## src/piib_regs.svh

```systemverilog
`ifndef PIIB_REGS_SVH
`define PIIB_REGS_SVH
// Notes on behaviour
// Duty channel 3 match sets its priority flag directly, no local flag.
// Call only with global, priority enable, stack not full; call clears both.
// Boundary source is its own vector; conversion ends share group 2.
// Boundary flag raised when normal or scan data meets selected bound test.
// Conversion and scan ends set local flags, forwarded only when enabled.
// Software clears the conversion and scan end flags itself.
// Timer P and A matches set flags, each enabled, feeding shared group.
// Software clears timer match flags after servicing.
// Serial source sits in group 7, forwarded only when its enable is set.
// Serial flag set by any of six serial conditions.
// Software clears serial flag; serial unit clears its own status bits.
// Two-wire flag set on byte, address match or time-out, enable gated.
// Software clears the two-wire flag after servicing.
// Time-base overflow sets its flag in group 7, enable gated.
// Software clears the time-base flag after each service.
// Time-base clock is system clock over 4 or the dedicated tick.
// Period select 0..3 gives overflow every 2^12 .. 2^15 ticks.
// Servicing a group clears only the group priority flag.
// Any priority flag rising issues a wake pulse regardless of enables.
// Local flags set regardless of enable; enable gates forwarding only.

// Priority flag indices, lowest index is picked first
`define PIIB_NPRI 5
`define PIIB_IDX_DUTY3 0
`define PIIB_IDX_BOUND 1
`define PIIB_IDX_MF2 2
`define PIIB_IDX_MFTM 3
`define PIIB_IDX_MF7 4
`define PIIB_DATA_W 12
`define PIIB_TB_PRESCALE 4
`define PIIB_TB_SEL_RST 2'h3
`define PIIB_TB_CNT_W 15
`define PIIB_TB_BASE_EXP 12
`endif

```

## src/piib_pkg.sv

```systemverilog
package piib_pkg;
    typedef logic [11:0] piib_data_t;

    typedef struct packed {
        logic tx_empty;
        logic tx_idle;
        logic rx_avail;
        logic rx_overrun;
        logic addr_detect;
        logic rx_wake;
    } piib_serial_evt_t;

    typedef struct packed {
        logic byte_done;
        logic addr_match;
        logic timeout;
    } piib_two_wire_evt_t;

    typedef struct packed {
        logic conv_valid;
        piib_data_t conv_result;
        logic scan_valid;
        piib_data_t scan_result;
        piib_data_t upper_bound;
        piib_data_t lower_bound;
        logic upper_bound_compare_en;
        logic lower_bound_compare_en;
    } piib_adc_t;

    typedef struct packed {
        logic normal_conv_end;
        logic scan_end;
        logic serial;
        logic two_wire;
        logic timebase;
    } piib_clr_t;

    typedef struct packed {
        logic normal_conv_end_flag;
        logic scan_end_flag;
        logic serial_irq_flag;
        logic two_wire_irq_flag;
        logic timebase_flag;
    } piib_flags_t;
endpackage : piib_pkg

```

## src/piib_top.sv

```systemverilog
`timescale 1ns/1ns
`include "piib_regs.svh"

module piib_top import piib_pkg::*; #(
    parameter int NTM = 2
) (
    input wire logic clock,
    input wire logic rstn,
    input wire logic duty_ch3_match_irq,
    input wire piib_adc_t adc,
    input wire logic normal_conv_done,
    input wire logic scan_done,
    input wire logic normal_conv_end_enable,
    input wire logic scan_end_enable,
    input wire logic [NTM-1:0] timer_p_match,
    input wire logic [NTM-1:0] timer_a_match,
    input wire logic [NTM-1:0] timer_p_match_enable,
    input wire logic [NTM-1:0] timer_a_match_enable,
    input wire logic [NTM-1:0] timer_p_clr,
    input wire logic [NTM-1:0] timer_a_clr,
    input wire piib_serial_evt_t serial_evt,
    input wire logic serial_irq_enable,
    input wire piib_two_wire_evt_t two_wire_evt,
    input wire logic two_wire_irq_enable,
    input wire logic timebase_irq_enable,
    input wire logic timebase_on,
    input wire logic timebase_sys_clk_sel,
    input wire logic [1:0] period_select,
    input wire logic dedicated_tick_clock,
    input wire piib_clr_t flag_clr,
    input wire logic [`PIIB_NPRI-1:0] priority_enable,
    input wire logic [`PIIB_NPRI-1:0] pri_sw_set,
    input wire logic [`PIIB_NPRI-1:0] pri_sw_clr,
    input wire logic global_irq_enable_set,
    input wire logic global_irq_enable_clr,
    input wire logic stack_full,
    output piib_flags_t flags,
    output logic [NTM-1:0] timer_p_match_flag,
    output logic [NTM-1:0] timer_a_match_flag,
    output logic [`PIIB_NPRI-1:0] priority_request_flag,
    output logic global_irq_enable,
    output logic vector_call,
    output logic [2:0] vector_id,
    output logic wake
);
    // ------------------------------------------------------------
    // Boundary comparison
    // ------------------------------------------------------------
    // Both enables: inside window; one enable: outside that bound
    function automatic logic bound_hit(input piib_data_t d, input piib_adc_t a);
        logic hi;
        logic lo;
        hi = d > a.upper_bound;
        lo = d < a.lower_bound;
        unique case ({a.upper_bound_compare_en, a.lower_bound_compare_en})
            2'h0: bound_hit = 1'b0;
            2'h1: bound_hit = lo;
            2'h2: bound_hit = hi;
            2'h3: bound_hit = !hi && !lo;
        endcase
    endfunction : bound_hit

    logic bnd_evt;
    assign bnd_evt = (adc.conv_valid && bound_hit(adc.conv_result, adc)) ||
                     (adc.scan_valid && bound_hit(adc.scan_result, adc));

    // ------------------------------------------------------------
    // Time base
    // ------------------------------------------------------------
    logic [1:0] pre_ff;
    logic [1:0] nxt_pre;
    logic [`PIIB_TB_CNT_W-1:0] tb_cnt_ff;
    logic [`PIIB_TB_CNT_W-1:0] nxt_tb_cnt;
    logic tb_tick;
    logic tb_ovf;
    logic [`PIIB_TB_CNT_W-1:0] tb_mask;

    always_comb begin
        nxt_pre = pre_ff + 2'h1;
        tb_tick = timebase_sys_clk_sel ? (pre_ff == 2'(`PIIB_TB_PRESCALE - 1))
                                       : dedicated_tick_clock;
        tb_mask = ~(`PIIB_TB_CNT_W'('1) << (`PIIB_TB_BASE_EXP + 32'(period_select)));
        tb_ovf = timebase_on && tb_tick && ((tb_cnt_ff & tb_mask) == tb_mask);
        nxt_tb_cnt = tb_cnt_ff;
        if (!timebase_on) begin
            nxt_tb_cnt = '0;
        end else if (tb_tick) begin
            nxt_tb_cnt = tb_cnt_ff + `PIIB_TB_CNT_W'(1);
        end
    end

    always_ff @(posedge clock or negedge rstn) begin
        if (!rstn) begin
            pre_ff <= 2'h0;
            tb_cnt_ff <= '0;
        end else begin
            pre_ff <= nxt_pre;
            tb_cnt_ff <= nxt_tb_cnt;
        end
    end

    // ------------------------------------------------------------
    // Local source flags
    // ------------------------------------------------------------
    // Set wins over a software clear in the same cycle
    piib_flags_t flags_ff;
    piib_flags_t nxt_flags;
    logic [NTM-1:0] tmp_ff;
    logic [NTM-1:0] tma_ff;
    logic [NTM-1:0] nxt_tmp;
    logic [NTM-1:0] nxt_tma;

    always_comb begin
        nxt_flags.normal_conv_end_flag = normal_conv_done ||
            (flags_ff.normal_conv_end_flag && !flag_clr.normal_conv_end); // see
        nxt_flags.scan_end_flag = scan_done ||
            (flags_ff.scan_end_flag && !flag_clr.scan_end); // see
        nxt_flags.serial_irq_flag = (|serial_evt) ||
            (flags_ff.serial_irq_flag && !flag_clr.serial); // see
        nxt_flags.two_wire_irq_flag = (|two_wire_evt) ||
            (flags_ff.two_wire_irq_flag && !flag_clr.two_wire); // see
        nxt_flags.timebase_flag = tb_ovf ||
            (flags_ff.timebase_flag && !flag_clr.timebase); // see
        nxt_tmp = timer_p_match | (tmp_ff & ~timer_p_clr); // see see
        nxt_tma = timer_a_match | (tma_ff & ~timer_a_clr); // see see
    end

    always_ff @(posedge clock or negedge rstn) begin
        if (!rstn) begin
            flags_ff <= '0;
            tmp_ff <= '0;
            tma_ff <= '0;
        end else begin
            flags_ff <= nxt_flags;
            tmp_ff <= nxt_tmp;
            tma_ff <= nxt_tma;
        end
    end

    // ------------------------------------------------------------
    // Group forwarding
    // ------------------------------------------------------------
    // Groups set on a rising gated request so a standing local flag
    // does not re-raise the group right after service.
    logic mf2_req;
    logic mftm_req;
    logic mf7_req;
    logic [2:0] req_ff;
    logic [2:0] nxt_req;

    always_comb begin
        mf2_req = (flags_ff.normal_conv_end_flag && normal_conv_end_enable) ||
                  (flags_ff.scan_end_flag && scan_end_enable); // see
        mftm_req = |((tmp_ff & timer_p_match_enable) | (tma_ff & timer_a_match_enable));
        mf7_req = (flags_ff.serial_irq_flag && serial_irq_enable) ||
                  (flags_ff.two_wire_irq_flag && two_wire_irq_enable) ||
                  (flags_ff.timebase_flag && timebase_irq_enable); // see see
        nxt_req = {mf7_req, mftm_req, mf2_req};
    end

    always_ff @(posedge clock or negedge rstn) begin
        if (!rstn) begin
            req_ff <= 3'h0;
        end else begin
            req_ff <= nxt_req;
        end
    end

    // ------------------------------------------------------------
    // Priority flags, call issue and wake
    // ------------------------------------------------------------
    logic [`PIIB_NPRI-1:0] pri_ff;
    logic [`PIIB_NPRI-1:0] nxt_pri;
    logic [`PIIB_NPRI-1:0] pri_set;
    logic [`PIIB_NPRI-1:0] pend;
    logic [`PIIB_NPRI-1:0] svc;
    logic gie_ff;
    logic nxt_gie;
    logic call_ff;
    logic nxt_call;
    logic [2:0] vec_ff;
    logic [2:0] nxt_vec;
    logic wake_ff;
    logic nxt_wake;

    always_comb begin
        pri_set = pri_sw_set;
        pri_set[`PIIB_IDX_DUTY3] = pri_sw_set[`PIIB_IDX_DUTY3] | duty_ch3_match_irq;
        pri_set[`PIIB_IDX_BOUND] = pri_sw_set[`PIIB_IDX_BOUND] | bnd_evt;
        pri_set[`PIIB_IDX_MF2] = pri_sw_set[`PIIB_IDX_MF2] | (mf2_req & ~req_ff[0]);
        pri_set[`PIIB_IDX_MFTM] = pri_sw_set[`PIIB_IDX_MFTM] | (mftm_req & ~req_ff[1]);
        pri_set[`PIIB_IDX_MF7] = pri_sw_set[`PIIB_IDX_MF7] | (mf7_req & ~req_ff[2]);
        pend = pri_ff & priority_enable;
        svc = '0;
        nxt_call = 1'b0;
        nxt_vec = vec_ff;
        if (gie_ff && !stack_full && (|pend)) begin
            nxt_call = 1'b1;
            for (int i = `PIIB_NPRI - 1; i >= 0; i--) begin
                if (pend[i]) begin
                    nxt_vec = 3'(i);
                end
            end
            svc[nxt_vec] = 1'b1;
        end
        // Service clears only the group flag, local flags untouched
        nxt_pri = pri_set | (pri_ff & ~svc & ~pri_sw_clr); // see
        nxt_gie = global_irq_enable_set ||
                  (gie_ff && !nxt_call && !global_irq_enable_clr);
        nxt_wake = |(nxt_pri & ~pri_ff);
    end

    always_ff @(posedge clock or negedge rstn) begin
        if (!rstn) begin
            pri_ff <= '0;
            gie_ff <= 1'b0;
            call_ff <= 1'b0;
            vec_ff <= 3'h0;
            wake_ff <= 1'b0;
        end else begin
            pri_ff <= nxt_pri;
            gie_ff <= nxt_gie;
            call_ff <= nxt_call;
            vec_ff <= nxt_vec;
            wake_ff <= nxt_wake;
        end
    end

    assign flags = flags_ff;
    assign timer_p_match_flag = tmp_ff;
    assign timer_a_match_flag = tma_ff;
    assign priority_request_flag = pri_ff;
    assign global_irq_enable = gie_ff;
    assign vector_call = call_ff;
    assign vector_id = vec_ff;
    assign wake = wake_ff;
endmodule : piib_top

```

## config.mk

```make
export PLATFORM = sky130hd
export DESIGN_NAME = piib_top
export DESIGN_NICKNAME = d
export VERILOG_FILES = /design/src/piib_pkg.sv /design/src/piib_top.sv
export VERILOG_INCLUDE_DIRS = /design/src
export SDC_FILE = /design/constraint.sdc
export NUM_CORES = 1
export LEC_CHECK = 0
export BUFFER_PORTS_ARGS = -buffer_cell sky130_fd_sc_hd__buf_4
export CAP_MARGIN = 20
export CORE_UTILIZATION = 48
export DETAILED_ROUTE_END_ITERATION = 16
export GPL_ROUTABILITY_DRIVEN = 0
export GPL_TIMING_DRIVEN = 0
export PLACE_DENSITY = 0.81
export SETUP_SLACK_MARGIN = 0.05
export SYNTH_ARGS = -nofsm -noshare
export SYNTH_HDL_FRONTEND = slang
export SYNTH_SLANG_ARGS = --single-unit
export TNS_END_PERCENT = 50
```

## constraint.sdc

```tcl
create_clock -name clock -period 2.4 [get_ports clock]
set_clock_uncertainty 0.15 [all_clocks]
set_input_delay 0.36 -clock clock [delete_from_list [all_inputs] [get_ports clock]]
set_output_delay 0.36 -clock clock [all_outputs]
set_load 0.1 [all_outputs]
```

==> impl_metrics.toml <==
[routing]
wl_met3_um = 400
met1_length_mm = 3.216
via_per_inst = 5.306
drt_pass1_iterations = 5
met2_length_mm = 4.047
wl_per_cell_um = 14.37
wl_mm = 7.791
drt_iter0_markers = 94
drtAntennaViolNets = 0
highest_layer = "met4"
vias = 2876
drc_errors = 0

[finish]
antenna_cells = 0
n_fill_cell = 500
area_growth_pct = 40.12
nets = 625
drive_above_1_share_pct = 31.48
final_cell_count_no_fill = 542

[pwr]
ir_worst_vdd_v = 0.0004791
power.leakage_uw = 0.002169
p_per_area_nw_per_um2 = 485.2
power.total_uw = 2019

[placement]
dp_cells = 533
hpwl_mm = 6.439
pre_cts_ws_ns = 0.06393
port_buffers = 130

[synth]
yosysUniqueCellTypes = 48
syn_area_um2 = 2969
ys_warn_count = 0
async_reset_ff_share_pct = 100.0
ys_ff_latch = 40
synth-seq-area-share_pct = 33.71
syn-num-nets = 487
avgSynthCellArea_um2 = 9.052
synth-main-ff-cell = "dfrtp_1"
synth-edff-count = 0
syn_inst = 328

[clock_network]
cts_tree = "built"
cts_setup_buffers = 0
numCtsBuffers = 5
cts-root-buf = "clkbuf_8"
cts_buffer_depth = 2
clkLatencyLatePin_ns = 0.30
clock_sinks = 40
htree_levels = 2
clk_pin_slew_worst_paths_ns = 0.09

[timing]
finalMaxSlewViolations = 0
worst_slew_pin_slew_ns = 0.5096
max_freq_ghz = 0.4867
finalSetupTns_ns = 0
period_share_pct = 85.61
period_minus_slack_ns = 2.055
hold_viol = 0
relSlewSlack_pct = 66.02
setup_viol = 0
rsz0062_at_grt = "false"
setup_ws_ns = 0.3454

[setup_path]
crit_chain = "buf_4 -> inv_1 -> ha_1 -> a21oi_2 -> o21ai_1 -> a2111oi_2 -> a21oi_1 -> o311a_1 -> a31oi_1"
critPathKind = "input pin to flop"
worstPathRequired_ns = 2.45
cp_slowest_cell = "o311a_1"
critical_path.max_fanout = 2
cp_data_arrival_time_ns = 2.11
cp-end-kind = "flop"
cpPeakStageDelay_ns = 0.38
crit_path_start_kind = "input pin"

[hold_path]
hold_path.class = "input pin to flop"

[global_routing]
grt_util_all_layers_pct = 25.69
antenna_found_initial = 0
grt_pass1_wl_mm = 12.80
grt.overflow.total = 0
first_global_vias = 2930
grt_max_degree = 41

[die]
die-area_um2 = 6504
io_pins = 131
core_area_um2 = 5956
die_w_um = 80.65
start_util_pct = 49.85
die_height_um = 80.65
rows = 28

[run]
drv_cap = 0

[status]
status = "completed"
## layout make-up
class                      count  area, um2  share of cell area (%)
sequential                    40       1001                   24.06
clock inverter                 3      42.54                   1.023
buffer                         2      7.507                  0.1805
inverter                      41      153.9                   3.699
multi-input combinational    245       1807                   43.43
clock buffer                   5      68.82                   1.654
timing repair buffer         131      985.9                   23.70
tap                           75      93.84                   2.256
## final timing paths
kind,depth (start not counted),start,slack [ns],endpoint
max,9,adc[23],0.35,wake
min,2,timer_a_match[0],0.08,timer_a_match_flag[0]
max reg2reg,7,pre_ff[0],0.36,tb_cnt_ff[9]
min reg2reg,1,pre_ff[0],0.29,pre_ff[0]
max in group asynchronous,2,rstn,1.31,tb_cnt_ff[8]
min in group asynchronous,2,rstn,0.42,global_irq_enable
## layout by cell type (no fill, tap or decap), drive strengths merged, types with 3 or more instances in the layout
master / instances
ha: 48
nand2b: 3
a31oi: 3
a21boi: 3
o211ai: 3
nand4: 14
a211oi: 3
o21ai: 11
nor3: 5
xor2: 3
nor2: 13
clkbuf: 7
inv: 41
nor2b: 7
or3: 3
a21oi: 22
dfrtp: 40
nand3b: 3
xnor2: 9
o2111ai: 3
a21o: 10
nand3: 12
and2: 14
buf: 130
nand2: 31
## cells in the mapped netlist, drive strengths merged, types with 2 or more instances
cell type   n  area [um2]
a22oi       2       15.01
nand3      12       65.06
a21oi      22       117.6
a211oi      3       22.52
a21boi      3       22.52
xnor2       9       78.83
nand2      31       116.4
nor2b       7       43.79
nand3b      3       22.52
o2111ai     3       26.28
ha         48       600.6
o21ai      11       55.05
nor3        5       25.02
and2       14       87.58
or3         3       18.77
nand4      14       87.58
clkbuf      2       7.510
mux2        2       22.52
o311a       2       20.02
a31oi       3       18.77
nand2b      3       18.77
dfrtp      40        1001
a21o       10       75.07
nor2       13       58.81
inv        41       153.9
nand4b      2       17.52
xor2        3       26.28
o211ai      3       22.52
## routing by layer
layer  vias to the layer above  track usage [%]
met5                         -                0
li1                       1443                -
met3                        16            4.659
met4                         0            6.607
met1                      1315            30.53
met2                       102            47.03
## per-stage QoR
stage	cell area [um2]	util [%]	hold slack, ns
finish	4160	69.85	0.08155
global route	4160	69.85	0.07147
CTS	4160	69.85	0.08140
detailed placement	4039	67.82	0.2167
global placement	4039	67.82	0.2138
floorplan	2969	-	-0.08559
## kinds of logic after synthesis
group,Yosys count,share of synthesized area (%)
xor+xnor,12,3.540
mux,3,1.096
buf+inv,43,5.436
simple gates,111,19.93
flops,40,33.71
compound gates,71,16.06
fa+ha+maj,48,20.23
## power breakdown
group          leakage, uW  internal (uW)  switching, uW
logic              0.00163            279            447
registers         0.000485            710           27.7
clock network    0.0000541            308            247
total              0.00217           1300            721
## registers in the layout (all words and copies together) (netlist names)
name,cells
global_irq_enable,1
pre_ff,2
timer_a_match_flag,2
wake,1
vector_call,1
flags,5
tb_cnt_ff,15
priority_request_flag,5
timer_p_match_flag,2
vector_id,3
req_ff,3
## timing repair
item | in CTS | in global routing
hold endpoints to repair | 40 | 0
hold buffers | 1 | 0
resized for setup | 0 | 0
## critical path, delay by kind of cell
| family | cells | cell delay, ns |
|---|---|---|
| AOI/OAI and AO/OA | 6 | 1.31 |
| adders and majority gates | 1 | 0.32 |
| buffers and inverters | 2 | 0.13 |
Note: power is estimated with default switching activity, not from simulation.
